**src/strap_pkg.sv**
```systemverilog
/*
  strap_pkg: constants, field layouts and carrier types for the cold reset
  mode strap capture block and its debug pin driver.
  assumes: compiled before every file that imports it.
*/
package strap_pkg;

  // ************************************************************
  // register bus map
  // ************************************************************
  localparam int          AXI_ADDR_W        = 8;
  localparam logic [7:0]  OFS_MODE_BITS     = 8'h00;
  localparam logic [7:0]  OFS_CONFIG_STATUS = 8'h04;
  localparam logic [7:0]  OFS_CONTROL       = 8'h08;
  localparam logic [7:0]  OFS_REG_BASE      = 8'h0C;
  localparam logic [1:0]  RESP_OKAY         = 2'h0;
  localparam logic [1:0]  RESP_SLVERR       = 2'h2;
  localparam int          CTRL_RELOCATE_POS = 0;
  localparam logic        CTRL_RELOCATE_RST = 1'b0;

  // ************************************************************
  // strap positions and codes
  // ************************************************************
  localparam int          MODE_W            = 10;
  localparam int          MA_LSB            = 17;   // mem_addr_strap bit 0 is mem_addr[17]
  localparam int          MA_MODE7          = 17 - MA_LSB;
  localparam int          MA_WIDTH_LO       = 18 - MA_LSB;
  localparam int          MA_ROLE           = 20 - MA_LSB;
  localparam int          MA_BOOT_LO        = 21 - MA_LSB;
  localparam logic [2:0]  CLK_CODE_MAX      = 3'h2;
  localparam logic [2:0]  CLK_FACTOR_BASE   = 3'h2;
  localparam logic [1:0]  WIDTH_RESERVED    = 2'h3;
  localparam logic [1:0]  BOOT_STANDARD     = 2'h0;
  localparam logic [1:0]  BOOT_PCI          = 2'h1;
  localparam logic [1:0]  BOOT_RESERVED     = 2'h2;
  localparam logic [1:0]  BOOT_FLOAT        = 2'h3;
  localparam logic [2:0]  RSVD_MODE_EXPECT  = 3'h4;   // bits 7,5,4 = 1,0,0
  localparam logic [31:0] REG_BASE_DEFAULT  = 32'h1800_0000;
  localparam logic [31:0] REG_BASE_ALT      = 32'h1900_0000;

  // ************************************************************
  // carrier types
  // ************************************************************
  typedef struct packed {
    logic [2:0]  core_pipeline_clock_mult;
    logic        byte_order_select;
    logic        timer_irq_gate;
    logic [1:0]  boot_width_code;
    logic        pci_boot;
    logic        standard_boot;
    logic        pci_satellite;
    logic        pci_cfg_from_eeprom;
    logic        cpu_programs_pci_cfg;
    logic [31:0] reg_base;
  } config_type;

  typedef struct packed {
    logic clk_code_reserved;
    logic reserved_bits_bad;
    logic width_reserved;
    logic boot_reserved;
    logic pci_boot_no_satellite;
  } strap_error_type;

  typedef struct packed {
    logic bus_start;
    logic bus_ack;
    logic is_instruction;
    logic from_dma;
  } debug_event_type;

  typedef struct packed {
    logic dma_n;
    logic ads_n;
    logic ack_n;
    logic i_d_n;
  } debug_pin_type;

  localparam config_type CFG_RESET = '{
    core_pipeline_clock_mult: CLK_FACTOR_BASE,
    byte_order_select:        1'b0,
    timer_irq_gate:           1'b1,
    boot_width_code:          2'h0,
    pci_boot:                 1'b0,
    standard_boot:            1'b1,
    pci_satellite:            1'b0,
    pci_cfg_from_eeprom:      1'b0,
    cpu_programs_pci_cfg:     1'b1,
    reg_base:                 REG_BASE_DEFAULT
  };
  localparam debug_pin_type PINS_IDLE = 4'hF;

endpackage

```
**src/strap_capture.sv**
```systemverilog
/*
  strap_capture: samples boot straps while cold reset is low and holds the
  decoded configuration afterwards; AXI4-Lite slave for status and control.
  assumes: all inputs synchronous to clk; rst_n clears the block once at power up;
  cold_reset_n and pci_reset_n are pin levels driven by board logic.
*/
`timescale 1ns/1ps

// Overview of operation
// straps are sampled during cold reset, settings held once it ends.
// clock code 0,1,2 gives core clock times 2,3,4; 3..7 reserved.
// mode bit 3 picks byte order, zero little-endian, one big-endian.
// mode bit 6 zero enables timer interrupt five, one disables it.
// board must strap bits 4,5 as zero and bit 7 as one.
// width code 00/01/10 gives 8/16/32 bit boot memory; 11 reserved.
// boot code 11 floats memory and eeprom buses while cold reset lasts.
// board must not strap boot code 10.
// boot code 01 boots over PCI, valid only in satellite role.
// in PCI boot, both cold reset and PCI reset reset the device.
// boot code 00 fetches initial code through the memory controller.
// a non-PCI-boot cold reset may move register base to 1900_0000.
// memory address bit 20 high selects satellite, low selects host.
// in host role software programs every PCI configuration register.
// satellite with PCI boot loads read-only PCI registers from eeprom.
// outside reset, mode bits 3..6 pins become debug outputs.
module strap_capture
  import strap_pkg::*;
(
  input  wire logic                  clk,
  input  wire logic                  rst_n,
  input  wire logic                  cold_reset_n,
  input  wire logic                  pci_reset_n,
  input  wire logic [2:0]            pcst_in,
  input  wire debug_pin_type         dbg_pin_in,
  input  wire logic [5:0]            mem_addr_strap,
  input  wire debug_event_type       dbg_event,
  output debug_pin_type              dbg_pin_out,
  output debug_pin_type              dbg_pin_oe,
  output config_type                 cfg,
  output strap_error_type            strap_err,
  output logic                       mem_bus_float,
  output logic                       eeprom_bus_float,
  output logic                       core_reset_n,
  output logic                       cold_in_reset,
  input  wire logic                  s_axi_awvalid,
  output logic                       s_axi_awready,
  input  wire logic [AXI_ADDR_W-1:0] s_axi_awaddr,
  input  wire logic                  s_axi_wvalid,
  output logic                       s_axi_wready,
  input  wire logic [31:0]           s_axi_wdata,
  input  wire logic [3:0]            s_axi_wstrb,
  output logic                       s_axi_bvalid,
  input  wire logic                  s_axi_bready,
  output logic [1:0]                 s_axi_bresp,
  input  wire logic                  s_axi_arvalid,
  output logic                       s_axi_arready,
  input  wire logic [AXI_ADDR_W-1:0] s_axi_araddr,
  output logic                       s_axi_rvalid,
  input  wire logic                  s_axi_rready,
  output logic [31:0]                s_axi_rdata,
  output logic [1:0]                 s_axi_rresp
);

  // ************************************************************
  // functions
  // ************************************************************
  function automatic logic [2:0] clock_factor(input logic [2:0] code);
    clock_factor = (code <= CLK_CODE_MAX) ? 3'(code + CLK_FACTOR_BASE) : CLK_FACTOR_BASE;
  endfunction

  function automatic logic reg_mapped(input logic [AXI_ADDR_W-1:0] addr);
    reg_mapped = (addr == OFS_MODE_BITS) || (addr == OFS_CONFIG_STATUS) ||
                 (addr == OFS_CONTROL)   || (addr == OFS_REG_BASE);
  endfunction

  // both buses float together, so one decode feeds both
  function automatic logic floats_bus(input logic cold_n, input logic [1:0] boot);
    floats_bus = !cold_n && (boot == BOOT_FLOAT);
  endfunction

  // ************************************************************
  // strap assembly
  // ************************************************************
  logic [MODE_W-1:0] live_mode;
  logic [1:0]        live_boot;
  logic              live_sat;
  logic              live_pci_boot;
  logic [MODE_W-1:0] mode_raw;
  logic [1:0]        boot_raw;
  logic              relocate;

  assign live_mode = {mem_addr_strap[MA_WIDTH_LO+1:MA_WIDTH_LO], mem_addr_strap[MA_MODE7],
                      dbg_pin_in.dma_n, dbg_pin_in.ads_n, dbg_pin_in.ack_n,
                      dbg_pin_in.i_d_n, pcst_in};
  assign live_boot = mem_addr_strap[MA_BOOT_LO+1:MA_BOOT_LO];
  // role strap
  assign live_sat  = mem_addr_strap[MA_ROLE];
  // pci boot needs satellite
  assign live_pci_boot = (live_boot == BOOT_PCI) && live_sat;

  // ************************************************************
  // capture during cold reset
  // ************************************************************
  // sample then hold
  always_ff @(posedge clk) begin
    if (!rst_n) begin
      cfg      <= CFG_RESET;
      mode_raw <= '0;
      boot_raw <= BOOT_STANDARD;
    end else if (!cold_reset_n) begin
      mode_raw <= live_mode;
      boot_raw <= live_boot;
      // clock multiplier
      cfg.core_pipeline_clock_mult <= clock_factor(live_mode[2:0]);
      // byte order
      cfg.byte_order_select        <= live_mode[3];
      // timer interrupt gate
      cfg.timer_irq_gate           <= ~live_mode[6];
      // boot width
      cfg.boot_width_code          <= live_mode[9:8];
      cfg.pci_boot                 <= live_pci_boot;
      // standard boot path
      cfg.standard_boot            <= ~live_pci_boot;
      cfg.pci_satellite            <= live_sat;
      // eeprom config load
      cfg.pci_cfg_from_eeprom      <= live_pci_boot;
      // host programs config
      cfg.cpu_programs_pci_cfg     <= ~live_sat;
      // R12 register base move
      cfg.reg_base                 <= (relocate && !live_pci_boot) ? REG_BASE_ALT : REG_BASE_DEFAULT;
    end
  end

  // reserved clock codes fall back to factor 2, a reserved width code is kept as strapped; the flags let software see it
  always_ff @(posedge clk) begin
    if (!rst_n) begin
      strap_err <= '0;
    end else if (!cold_reset_n) begin
      // reserved clock codes
      strap_err.clk_code_reserved     <= live_mode[2:0] > CLK_CODE_MAX;
      // reserved mode bits
      strap_err.reserved_bits_bad     <= {live_mode[7], live_mode[5], live_mode[4]} != RSVD_MODE_EXPECT;
      // reserved width
      strap_err.width_reserved        <= live_mode[9:8] == WIDTH_RESERVED;
      // reserved boot code
      strap_err.boot_reserved         <= live_boot == BOOT_RESERVED;
      // pci boot in host role
      strap_err.pci_boot_no_satellite <= (live_boot == BOOT_PCI) && !live_sat;
    end
  end

  // ************************************************************
  // reset outputs
  // ************************************************************
  // float buses in reset
  always_ff @(posedge clk) begin
    if (!rst_n) begin
      mem_bus_float    <= 1'b0;
      eeprom_bus_float <= 1'b0;
    end else begin
      mem_bus_float    <= floats_bus(cold_reset_n, live_boot);
      eeprom_bus_float <= floats_bus(cold_reset_n, live_boot);
    end
  end

  // pci reset source
  always_ff @(posedge clk) begin
    if (!rst_n) begin
      core_reset_n  <= 1'b0;
      cold_in_reset <= 1'b1;
    end else begin
      core_reset_n  <= cold_reset_n && !(cfg.pci_boot && !pci_reset_n);
      cold_in_reset <= !cold_reset_n;
    end
  end

  debug_pin_driver u_debug_pins (
    .clk           (clk),
    .rst_n         (rst_n),
    .cold_in_reset (cold_in_reset),
    .dbg_event     (dbg_event),
    .pin_out       (dbg_pin_out),
    .pin_oe        (dbg_pin_oe)
  );

  // ************************************************************
  // axi4-lite write channel
  // ************************************************************
  logic                  aw_got;
  logic                  w_got;
  logic [AXI_ADDR_W-1:0] aw_addr;
  logic [31:0]           w_data;
  logic [3:0]            w_strb;

  // address and data may arrive in either order; response one cycle after both
  always_ff @(posedge clk) begin
    if (!rst_n) begin
      aw_got        <= 1'b0;
      w_got         <= 1'b0;
      aw_addr       <= '0;
      w_data        <= '0;
      w_strb        <= '0;
      s_axi_awready <= 1'b1;
      s_axi_wready  <= 1'b1;
    end else begin
      if (s_axi_awvalid && s_axi_awready) begin
        aw_got        <= 1'b1;
        aw_addr       <= s_axi_awaddr;
        s_axi_awready <= 1'b0;
      end
      if (s_axi_wvalid && s_axi_wready) begin
        w_got        <= 1'b1;
        w_data       <= s_axi_wdata;
        w_strb       <= s_axi_wstrb;
        s_axi_wready <= 1'b0;
      end
      if (s_axi_bvalid && s_axi_bready) begin
        s_axi_awready <= 1'b1;
        s_axi_wready  <= 1'b1;
      end
      if (aw_got && w_got && !s_axi_bvalid) begin
        aw_got <= 1'b0;
        w_got  <= 1'b0;
      end
    end
  end

  always_ff @(posedge clk) begin
    if (!rst_n) begin
      s_axi_bvalid <= 1'b0;
      s_axi_bresp  <= RESP_OKAY;
    end else if (aw_got && w_got && !s_axi_bvalid) begin
      s_axi_bvalid <= 1'b1;
      s_axi_bresp  <= reg_mapped(aw_addr) ? RESP_OKAY : RESP_SLVERR;
    end else if (s_axi_bready) begin
      s_axi_bvalid <= 1'b0;
    end
  end

  // control survives cold reset so software can arm a move for the next one
  always_ff @(posedge clk) begin
    if (!rst_n) begin
      relocate <= CTRL_RELOCATE_RST;
    end else if (aw_got && w_got && !s_axi_bvalid && aw_addr == OFS_CONTROL && w_strb[0]) begin
      relocate <= w_data[CTRL_RELOCATE_POS];
    end
  end

  // ************************************************************
  // axi4-lite read channel
  // ************************************************************
  logic [31:0] read_word;

  always_comb begin
    read_word = '0;
    unique case (s_axi_araddr)
      OFS_MODE_BITS:     read_word = {20'h0, boot_raw, mode_raw};
      OFS_CONFIG_STATUS: read_word = {14'h0, cold_in_reset, strap_err, cfg.cpu_programs_pci_cfg,
                                      cfg.pci_cfg_from_eeprom, cfg.pci_satellite, cfg.standard_boot,
                                      cfg.pci_boot, cfg.boot_width_code, cfg.timer_irq_gate,
                                      cfg.byte_order_select, cfg.core_pipeline_clock_mult};
      OFS_CONTROL:       read_word = {31'h0, relocate};
      OFS_REG_BASE:      read_word = cfg.reg_base;
      default:           read_word = '0;
    endcase
  end

  always_ff @(posedge clk) begin
    if (!rst_n) begin
      s_axi_arready <= 1'b1;
      s_axi_rvalid  <= 1'b0;
      s_axi_rdata   <= '0;
      s_axi_rresp   <= RESP_OKAY;
    end else if (s_axi_arvalid && s_axi_arready) begin
      s_axi_arready <= 1'b0;
      s_axi_rvalid  <= 1'b1;
      s_axi_rdata   <= read_word;
      s_axi_rresp   <= reg_mapped(s_axi_araddr) ? RESP_OKAY : RESP_SLVERR;
    end else if (s_axi_rvalid && s_axi_rready) begin
      s_axi_arready <= 1'b1;
      s_axi_rvalid  <= 1'b0;
    end
  end

  // ************************************************************
  // checks
  // ************************************************************
  a_cfg_held: assert property (@(posedge clk) disable iff (!rst_n)
    cold_reset_n && $past(rst_n) |=> $stable(cfg)) else $error("configuration changed outside cold reset");
  a_clock_factor: assert property (@(posedge clk) disable iff (!rst_n)
    !cold_reset_n && pcst_in == 3'h1 |=> cfg.core_pipeline_clock_mult == 3'h3)
    else $error("clock code 1 did not give factor 3");
  a_byte_order: assert property (@(posedge clk) disable iff (!rst_n)
    !cold_reset_n |=> cfg.byte_order_select == $past(dbg_pin_in.i_d_n)) else $error("byte order not captured");
  a_timer_gate: assert property (@(posedge clk) disable iff (!rst_n)
    !cold_reset_n |=> cfg.timer_irq_gate != $past(dbg_pin_in.dma_n)) else $error("timer gate polarity wrong");
  a_boot_width: assert property (@(posedge clk) disable iff (!rst_n)
    !cold_reset_n |=> cfg.boot_width_code == $past(mem_addr_strap[MA_WIDTH_LO+1:MA_WIDTH_LO]))
    else $error("boot width not captured");
  a_float_cause: assert property (@(posedge clk) disable iff (!rst_n)
    mem_bus_float |-> !$past(cold_reset_n) && $past(live_boot) == BOOT_FLOAT && eeprom_bus_float)
    else $error("bus floated without cause");
  a_float_ends: assert property (@(posedge clk) disable iff (!rst_n)
    cold_reset_n ##1 cold_reset_n |-> !mem_bus_float && !eeprom_bus_float) else $error("bus still floated");
  a_pci_boot_role: assert property (@(posedge clk) disable iff (!rst_n)
    cfg.pci_boot |-> cfg.pci_satellite && cfg.pci_cfg_from_eeprom && !cfg.standard_boot)
    else $error("pci boot without satellite role");
  a_pci_reset: assert property (@(posedge clk) disable iff (!rst_n)
    cold_reset_n && cfg.pci_boot && !pci_reset_n |=> !core_reset_n) else $error("pci reset ignored");
  a_base_move: assert property (@(posedge clk) disable iff (!rst_n)
    cfg.reg_base == REG_BASE_ALT |-> !cfg.pci_boot) else $error("base moved in pci boot");
  a_clock_reserved: assert property (@(posedge clk) disable iff (!rst_n)
    !cold_reset_n && pcst_in > CLK_CODE_MAX |=> strap_err.clk_code_reserved
      && cfg.core_pipeline_clock_mult == CLK_FACTOR_BASE) else $error("reserved clock code not flagged");
  a_std_boot: assert property (@(posedge clk) disable iff (!rst_n)
    !cold_reset_n && mem_addr_strap[MA_BOOT_LO+1:MA_BOOT_LO] == BOOT_STANDARD
      |=> cfg.standard_boot && !cfg.pci_boot) else $error("standard boot not selected");
  a_role_capture: assert property (@(posedge clk) disable iff (!rst_n)
    !cold_reset_n |=> cfg.pci_satellite == $past(mem_addr_strap[MA_ROLE])
      && cfg.cpu_programs_pci_cfg != cfg.pci_satellite) else $error("pci role not captured");
  a_eeprom_load: assert property (@(posedge clk) disable iff (!rst_n)
    !cold_reset_n && mem_addr_strap[MA_ROLE] && mem_addr_strap[MA_BOOT_LO+1:MA_BOOT_LO] == BOOT_PCI
      |=> cfg.pci_cfg_from_eeprom) else $error("eeprom load not selected");
  a_cold_flag: assert property (@(posedge clk) disable iff (!rst_n)
    $past(rst_n) |-> cold_in_reset == !$past(cold_reset_n)) else $error("cold reset flag wrong");
  a_bresp_hold: assert property (@(posedge clk) disable iff (!rst_n)
    s_axi_bvalid && !s_axi_bready |=> s_axi_bvalid && $stable(s_axi_bresp)) else $error("write response dropped");
  a_rresp_hold: assert property (@(posedge clk) disable iff (!rst_n)
    s_axi_rvalid && !s_axi_rready |=> s_axi_rvalid && $stable(s_axi_rdata)) else $error("read data dropped");

  c_pci_boot: cover property (@(posedge clk) disable iff (!rst_n) !cold_reset_n ##1 cold_reset_n && cfg.pci_boot);
  c_relocated: cover property (@(posedge clk) disable iff (!rst_n) cfg.reg_base == REG_BASE_ALT);
  c_float: cover property (@(posedge clk) disable iff (!rst_n) mem_bus_float ##1 !mem_bus_float);
  c_write: cover property (@(posedge clk) disable iff (!rst_n) s_axi_bvalid && s_axi_bready);
  c_pci_reset: cover property (@(posedge clk) disable iff (!rst_n) cfg.pci_boot && cold_reset_n && !core_reset_n);

endmodule // strap_capture

```
**src/debug_pin_driver.sv**
```systemverilog
/*
  debug_pin_driver: drives the four shared debug pins once cold reset is over.
  assumes: cold_in_reset is a registered level; the pad resolves out and oe.
*/
`timescale 1ns/1ps
module debug_pin_driver
  import strap_pkg::*;
(
  input  wire logic            clk,
  input  wire logic            rst_n,
  input  wire logic            cold_in_reset,
  input  wire debug_event_type dbg_event,
  output debug_pin_type        pin_out,
  output debug_pin_type        pin_oe
);

  // ************************************************************
  // pin drive
  // ************************************************************
  // debug outputs after reset
  always_ff @(posedge clk) begin
    if (!rst_n || cold_in_reset) begin
      pin_out <= PINS_IDLE;
      pin_oe  <= '0;
    end else begin
      pin_out.ads_n <= ~dbg_event.bus_start;
      pin_out.ack_n <= ~dbg_event.bus_ack;
      pin_out.i_d_n <= dbg_event.is_instruction;
      pin_out.dma_n <= ~dbg_event.from_dma;
      pin_oe        <= '1;
    end
  end

  // ************************************************************
  // checks
  // ************************************************************
  a_pins_released: assert property (@(posedge clk) disable iff (!rst_n)
    cold_in_reset |=> pin_oe == '0) else $error("debug pins driven during cold reset");
  a_pins_follow: assert property (@(posedge clk) disable iff (!rst_n)
    !cold_in_reset |=> pin_oe == '1 && pin_out.ads_n == !$past(dbg_event.bus_start)
      && pin_out.dma_n == !$past(dbg_event.from_dma)) else $error("debug pins do not follow events");

endmodule // debug_pin_driver

```
**config.mk**
```make
export PLATFORM = sky130hd
export DESIGN_NAME = strap_capture
export DESIGN_NICKNAME = d
export VERILOG_FILES = /design/src/strap_pkg.sv /design/src/strap_capture.sv /design/src/debug_pin_driver.sv
export SDC_FILE = /design/constraint.sdc
export NUM_CORES = 1
export LEC_CHECK = 0
export BUFFER_PORTS_ARGS = -buffer_cell sky130_fd_sc_hd__clkbuf_2
export CAP_MARGIN = 20
export CORE_ASPECT_RATIO = 0.5
export CORE_MARGIN = 2
export CORE_UTILIZATION = 44
export CTS_CLUSTER_DIAMETER = 40
export DETAILED_ROUTE_END_ITERATION = 7
export GPL_ROUTABILITY_DRIVEN = 0
export PLACE_DENSITY_LB_ADDON = 0.2
export SLEW_MARGIN = 15
export SYNTH_ARGS = -nofsm -noshare
export SYNTH_HDL_FRONTEND = slang
export SYNTH_SLANG_ARGS = --single-unit
```
**constraint.sdc**
```tcl
create_clock -name clk -period 1.4 [get_ports clk]
set_input_delay 0.07 -clock clk [delete_from_list [all_inputs] [get_ports clk]]
set_output_delay 0.07 -clock clk [all_outputs]
set_load 0.05 [all_outputs]
```
==> metrics, run 1 <==
cts bufs inserted=9; WHS Path Cells=3; final WL=6.725 mm; Routed Antenna Nets=0; share of the synthesized area in the top cell type=46.97%; Seq/Total Area, Yosys=46.97%; Port Buffers=101; Critical Path Most Common Cell=dlygate4sd3_1; CTS root buf=clkbuf_16; dpl cell area=3566 µm²; Async SR Flop Fraction=0%; unrepaired setup endpoints after global routing=no; post-synthesis register bit count=74; Slew Viols, Final=0; crit path capture type=flip-flop; row cnt=21; die width=123.7 µm; IO Pins=180; ratio of cells with drive above 1 in the final layout=28.30%; Post-Synth Simple-Gate Area=18.68%; r2r worst-path depth=3; Pwr Density=1321 nW/µm²; H-tree depth=3; CP bufs+invs=3; Final TNS setup=0 ns; worst vdd ir=0.7781 mV; Worst EP required=1.61 ns; Placeable Area=6805 µm²; Final setup violation count=0; clock-pin slew on the worst setup and hold paths=0.06 ns; clock tree buffer depth=2; Yosys cell types=41; Post-Synth XOR/XNOR Area=0%; Synth Area in Compound Gates=10.63%; ANT cells=0; first-pass GRT wire length=11.02 mm; chain of cells forming the critical path=dlygate4sd3_1 > clkbuf_2 > a21oi_1 > o21ai_0 > dlygate4sd3_1; min cycle time layout=1.306 ns; CP max FO=2; TritonCTS clock tree=yes; post-DP HPWL=4.757 mm; final hold viol count=0; CP Data Arrival Time=1.51 ns; min-delay worst type=in2reg; post-synthesis mux area share=7.299%; RR Startpoint=aw_addr[6]; R2R Path End=relocate; area grow syn2layout=29.00%; initial antenna violation count=0; first-pass detailed-route iteration total=4; hold_sp=mem_addr_strap[2]; Synth Area per Inst=8.860 µm²; Post-Syn Area=3154 µm²; Die Height=63.87 µm; status=finished clean; adder and majority cell fraction of the synthesized area=0.3967%; final core occ=59.79%; Critical Path Source Type=primary input; main combinational cell family by area after synthesis=simple AND/OR/NAND/NOR gates; largest net degree at the start of global routing=27; Top Family by Delay on Critical Path=buffers and inverters; clk_lat worst skew=0.33 ns; nets=553; leakage power=1.940 nW; Most used DFF post-synth=dfxtp_1; fin area=4069 µm²; fin crit share=93.28%; total global-route track usage=18.05%; Clock Skew=0.003780 ns; CP peak stage delay=0.56 ns; Worst path slowest cell=dlygate4sd3_1; clk sink count=74; Post-synth EDFFs=0; Area contributors post-synth=dfxtp_1 47%, buf_4 13%, mux2i_1 7.3%; CP Class=in2reg; GRT overflow=0; Post-route DRC=0; Die Area=7903 µm²; Mapped Cells=356; postcts setup bufs=0; Worst Hold Path EP=strap_err[2]; max-cap violations=0; Initial Util=46.35%; fmax=0.7658 GHz; drt initial violations=106; Yosys warnings=0; Vias=2,584; placed cells=534; Non-Filler Instances=569; area leader, netlist=dfxtp_1; WL/cell=11.82 µm; via-per-instance ratio=4.541; reg2reg setup slack=0.12 ns; vias in the first global route=2,444
-- stage by stage --
step | hold slack (ns) | power [mW] | setup WS (ns)
after global routing | 0.02315 | 5.593 | 0.06708
final | 0.01729 | 5.376 | 0.09412
after floorplan | 0.1319 | 3.040 | 0.09562
after detailed placement | 0.2234 | 3.126 | 0.03675
after global placement | 0.2223 | 3.121 | 0.06555
after CTS | 0.0004349 | 5.429 | 0.03351
-- synthesized netlist by cell type (all sizes together) (2+ instances only) --
master   n
conb     2
nand3b   3
nor4b    2
a21oi   25
o21ai   25
nor2    23
or2      2
nand2b   3
nand4b   2
mux2i   23
a22oi    2
nor4     2
clkbuf   8
nor3     2
nand2   55
inv     11
o211ai   2
nor2b    3
buf     59
nand3   13
or3      2
dfxtp   74
-- cells by family after synthesis --
family | Yosys count
simple gates | 117
buf+inv | 78
flops | 74
compound gates | 61
mux | 23
other cells | 2
fa+ha+maj | 1
-- layout by cell type, fill, tap and decap left out, drive strengths merged --
| cell | count |
|---|---|
| o21bai | 1 |
| and2 | 1 |
| dfxtp | 74 |
| clkbuf | 112 |
| or2 | 2 |
| a311oi | 1 |
| o211ai | 2 |
| clkinv | 2 |
| nor2b | 3 |
| inv | 11 |
| bufinv | 1 |
| nor3 | 2 |
| nand2 | 55 |
| o31ai | 1 |
| buf | 10 |
| conb | 44 |
| nand3 | 13 |
| nor3b | 1 |
| or4 | 1 |
| o22a | 1 |
| nand2b | 3 |
| mux2i | 23 |
| a21oi | 25 |
| nor4b | 2 |
| and3 | 1 |
| a21o | 1 |
| nor4 | 2 |
| nand4b | 2 |
| o21ai | 25 |
| nand3b | 3 |
| or3 | 2 |
| ha | 1 |
| a21boi | 1 |
| o21a | 1 |
| nor2 | 23 |
| dlygate4sd3 | 21 |
| a22oi | 2 |
| and4 | 1 |
-- power breakdown --
part	internal [mW]	switching (mW)
Sequential	2.19	0.0619
Clock	1.45	0.799
Combinational	0.233	0.644
-- how the worst max path moves through the flow --
stage,startpoint,endpoint,slack [ns],cells past startpoint
floorplan,aw_addr[6],relocate,0.1,3
global placement,aw_addr[6],relocate,0.07,3
finish,s_axi_bready,s_axi_wready,0.09,5
global route,aw_addr[6],relocate,0.07,3
detailed placement,aw_addr[6],relocate,0.04,3
CTS,aw_addr[6],relocate,0.03,3
-- layer usage --
metal | up-vias | GRT usage [%] | routed length (µm)
li1 | 1329 | - | -
met1 | 1152 | 20.93 | 3034
met2 | 96 | 31.32 | 3192
met3 | 7 | 5.357 | 418
met4 | 0 | 7.102 | 80
met5 | - | 0 | 0
-- final cells by class --
cell class	instances	area (µm²)
Clock buffer	11	252.7
Clock inverter	3	40.04
Fill cell	634	2736
Inverter	11	41.29
Multi-Input combinational cell	246	1333
Sequential cell	74	1484
Tap cell	92	115.1
Timing Repair Buffer	132	803.3
-- worst min-delay path: stages --
cell,delay [ns]
clkbuf_2,0.10
a22oi_1,0.06
nor2_1,0.08
-- repair_timing --
item	4_1_cts	5_1_grt
hold endpoints to repair	21	0
resized for setup	0	0
endpoints found under the setup margin	0	1
hold buffers	21	0
-- flip-flops by register name, indices dropped and copies added (netlist names) --
name / cells
aw_addr: 8
aw_got: 1
boot_raw: 2
cfg: 11
cold_in_reset: 1
core_reset_n: 1
eeprom_bus_float: 1
mode_raw: 8
relocate: 1
s_axi_arready: 1
s_axi_awready: 1
s_axi_bresp: 1
s_axi_bvalid: 1
s_axi_rdata: 20
s_axi_rresp: 1
s_axi_rvalid: 1
s_axi_wready: 1
strap_err: 5
u_debug_pins.pin_oe: 1
u_debug_pins.pin_out: 4
w_data: 1
w_got: 1
w_strb: 1
No activity file was read; power rests on OpenSTA's default activity.
==> inputs of run 2 (changes only) <==
--- a/config.mk
+++ b/config.mk
@@ -6,8 +6,7 @@
 export NUM_CORES = 1
 export LEC_CHECK = 0
 export BUFFER_PORTS_ARGS = -buffer_cell sky130_fd_sc_hd__clkbuf_2
-export CAP_MARGIN = 20
-export CORE_ASPECT_RATIO = 0.5
+export CORE_ASPECT_RATIO = 1.2
 export CORE_MARGIN = 2
 export CORE_UTILIZATION = 44
 export CTS_CLUSTER_DIAMETER = 40
==> constraint.sdc (replaced) <==
create_clock -name clk -period 1.4 [get_ports clk]
set_input_delay 0 -clock clk [delete_from_list [all_inputs] [get_ports clk]]
set_output_delay 0 -clock clk [all_outputs]
set_load 0.05 [all_outputs]
==> metrics, run 2 (same netlist as run 1, synthesis figures left out) <==
status=finished clean; fin crit share=93.15% (-0.13 points); nets=564 (+2.0%); Slew Viols, Final=0 (unchanged); Vias=2,641 (+2.2%); IO Pins=180 (unchanged); Power Total=4.894 mW (-9.0%); leakage power=1.943 nW (+0.13%); CP Data Arrival Time=1.57 ns (+0.06 ns); clk sink count=74 (unchanged); switching share of power=29.09% (+1.1 points); CP max FO=2 (unchanged); Final TNS setup=0 ns (unchanged); commonest non-fill, non-tap cell in the layout=clkbuf_2; crit path from=aw_addr[6]; Critical Path Source Type=flip-flop; initial antenna violation count=0 (unchanged); final WL=6.941 mm (+3.2%); final core occ=59.39% (-0.40 points); Placeable Area=6895 µm² (+1.3%); Regs by FF count=s_axi_rdata x20, cfg x11; crit path capture type=flip-flop; Worst EP required=1.67 ns (+0.06 ns); total global-route track usage=18.18% (+0.12 points); Post-route DRC=0 (unchanged); P_int=3.470 mW (-10%); reg2reg setup slack=0.1 ns (-0.02 ns); row cnt=33 (+57%); via-per-instance ratio=4.593 (+1.1%); Clock power frac=35.7% (-6.1 points); max-cap violations=0 (unchanged); first-pass detailed-route iteration total=4 (unchanged); die width=81.29 µm (-34%); Pwr Density=1195 nW/µm² (-9.6%); GRT overflow=0 (unchanged); R2R Path End=relocate; ANT cells=0 (unchanged); Hold Slack=0.01271 ns (-0.004584 ns); CP Class=reg2reg; H-tree depth=3 (unchanged); fmax=0.7668 GHz (+0.14%); final hold viol count=0 (unchanged); area grow syn2layout=29.83%; unrepaired setup endpoints after global routing=no; vias in the first global route=2,446 (+0.082%); drt initial violations=50 (-53%); Final setup violation count=0 (unchanged); Initial Util=45.74% (-0.61 points); sequential share of power=45.9% (+4.0 points); max FFs per register=20 (unchanged); Die Height=96.75 µm (+51%); Port Buffers=101 (unchanged); r2r worst-path depth=3 (unchanged); min cycle time layout=1.304 ns (-0.001785 ns); RR Startpoint=aw_addr[6]; min-delay worst type=in2reg; ratio of cells with drive above 1 in the final layout=27.46% (-0.84 points); WL/cell=12.07 µm (+2.1%); CTS root buf=clkbuf_8; Routed Antenna Nets=0 (unchanged); most frequent cells in the layout=101 x clkbuf_2, 72 x dfxtp_1, 55 x nand2_1; Die Area=7865 µm² (-0.49%); largest net degree at the start of global routing=21 (-22%); post-DP HPWL=4.956 mm (+4.2%); clock-pin slew on the worst setup and hold paths=0.07 ns (about the same); clk_lat worst skew=0.34 ns (about the same); critical path endpoint=relocate; Sw Pwr=1.424 mW (-5.4%); first-pass GRT wire length=11.12 mm (+0.87%); worst vdd ir=0.9385 mV (+21%); clock tree buffer depth=2 (unchanged); Clock Skew=0.005871 ns (+0.002091 ns); TritonCTS clock tree=yes; cts bufs inserted=9 (unchanged); Logic pwr share=18.4% (+2.1 points); most flop-heavy register=s_axi_rdata
-- run 2: cell types whose count changed in the layout (fill, tap and decap cells not counted) --
cell | previous run | this run
dfxtp_4 | 0 | 1
bufinv_16 | 1 | 2
clkinv_2 | 2 | 1
buf_4 | 9 | 8
clkbuf_1 | 0 | 1
clkbuf_8 | 2 | 10
clkbuf_16 | 9 | 0
a21oi_1 | 25 | 24
a21oi_2 | 0 | 1
dlygate4sd3_1 | 21 | 33
dfxtp_2 | 2 | 1
-- run 2: through the flow --
| stage | worst slack [ns] | cells | area [µm²] |
|---|---|---|---|
| 2_1_floorplan | 0.09562 | 398 | 3314 |
| 3_3_place_gp | 0.07701 | 528 | 3552 |
| 3_5_place_dp | 0.04176 | 528 | 3552 |
| 4_1_cts | 0.01807 | 575 | 4089 |
| 5_1_grt | 0.01404 | 575 | 4095 |
| 6_report | 0.09591 | 575 | 4095 |
-- run 2: layer usage --
metal | track usage (%) | vias to the layer above | wire length, µm
li1 | - | 1344 | -
met1 | 19.72 | 1200 | 2770
met2 | 32.53 | 85 | 3700
met3 | 4.944 | 12 | 373
met4 | 6.910 | 0 | 96
met5 | 0 | - | 0
-- run 2: worst min path at each step --
stage | slack (ns) | end | cells past startpoint | startpoint
floorplan | 0.06 | u_debug_pins.pin_out[1] | 1 | dbg_event[2]
global placement | 0.15 | u_debug_pins.pin_out[3] | 2 | dbg_event[0]
detailed placement | 0.15 | u_debug_pins.pin_out[3] | 2 | dbg_event[0]
CTS | 0.007 | s_axi_rdata[27] | 3 | s_axi_araddr[2]
global route | 0.02 | strap_err[0] | 4 | mem_addr_strap[3]
finish | 0.01 | s_axi_rdata[27] | 3 | s_axi_araddr[2]
-- run 2: cell type report --
| cell class | instances | area (µm²) |
|---|---|---|
| clock inverters | 3 | 65.06 |
| multi-input cells | 246 | 1336 |
| well taps | 87 | 108.9 |
| inverters | 11 | 41.29 |
| repair buffers | 143 | 915.9 |
| flip-flops and latches | 74 | 1486 |
| fillers | 658 | 2800 |
| clock buffers | 11 | 141.4 |
-- run 2: power by group through the flow --
stage	combinational, mW	clock (mW)	sequential [mW]
after global routing	0.967	1.87	2.26
after global placement	0.821	0	2.29
final	0.903	1.75	2.25
after detailed placement	0.828	0	2.30
after CTS	0.902	1.79	2.25
after floorplan	0.627	0	2.41
-- run 2: worst max-delay path, stage by stage (launching register included) --
cell and delay (ns):
dfxtp_1 0.31, or4_4 0.55, nor4_4 0.16, mux2i_1 0.21
-- run 2: what timing repair did --
| item | 4_1_cts | 5_1_grt |
|---|---|---|
| setup endpoints to repair | 0 | 3 |
| resized for setup | 0 | 2 |
| endpoints found under the hold margin | 41 | 0 |
| setup buffers | 0 | 0 |
| hold buffers | 33 | 0 |
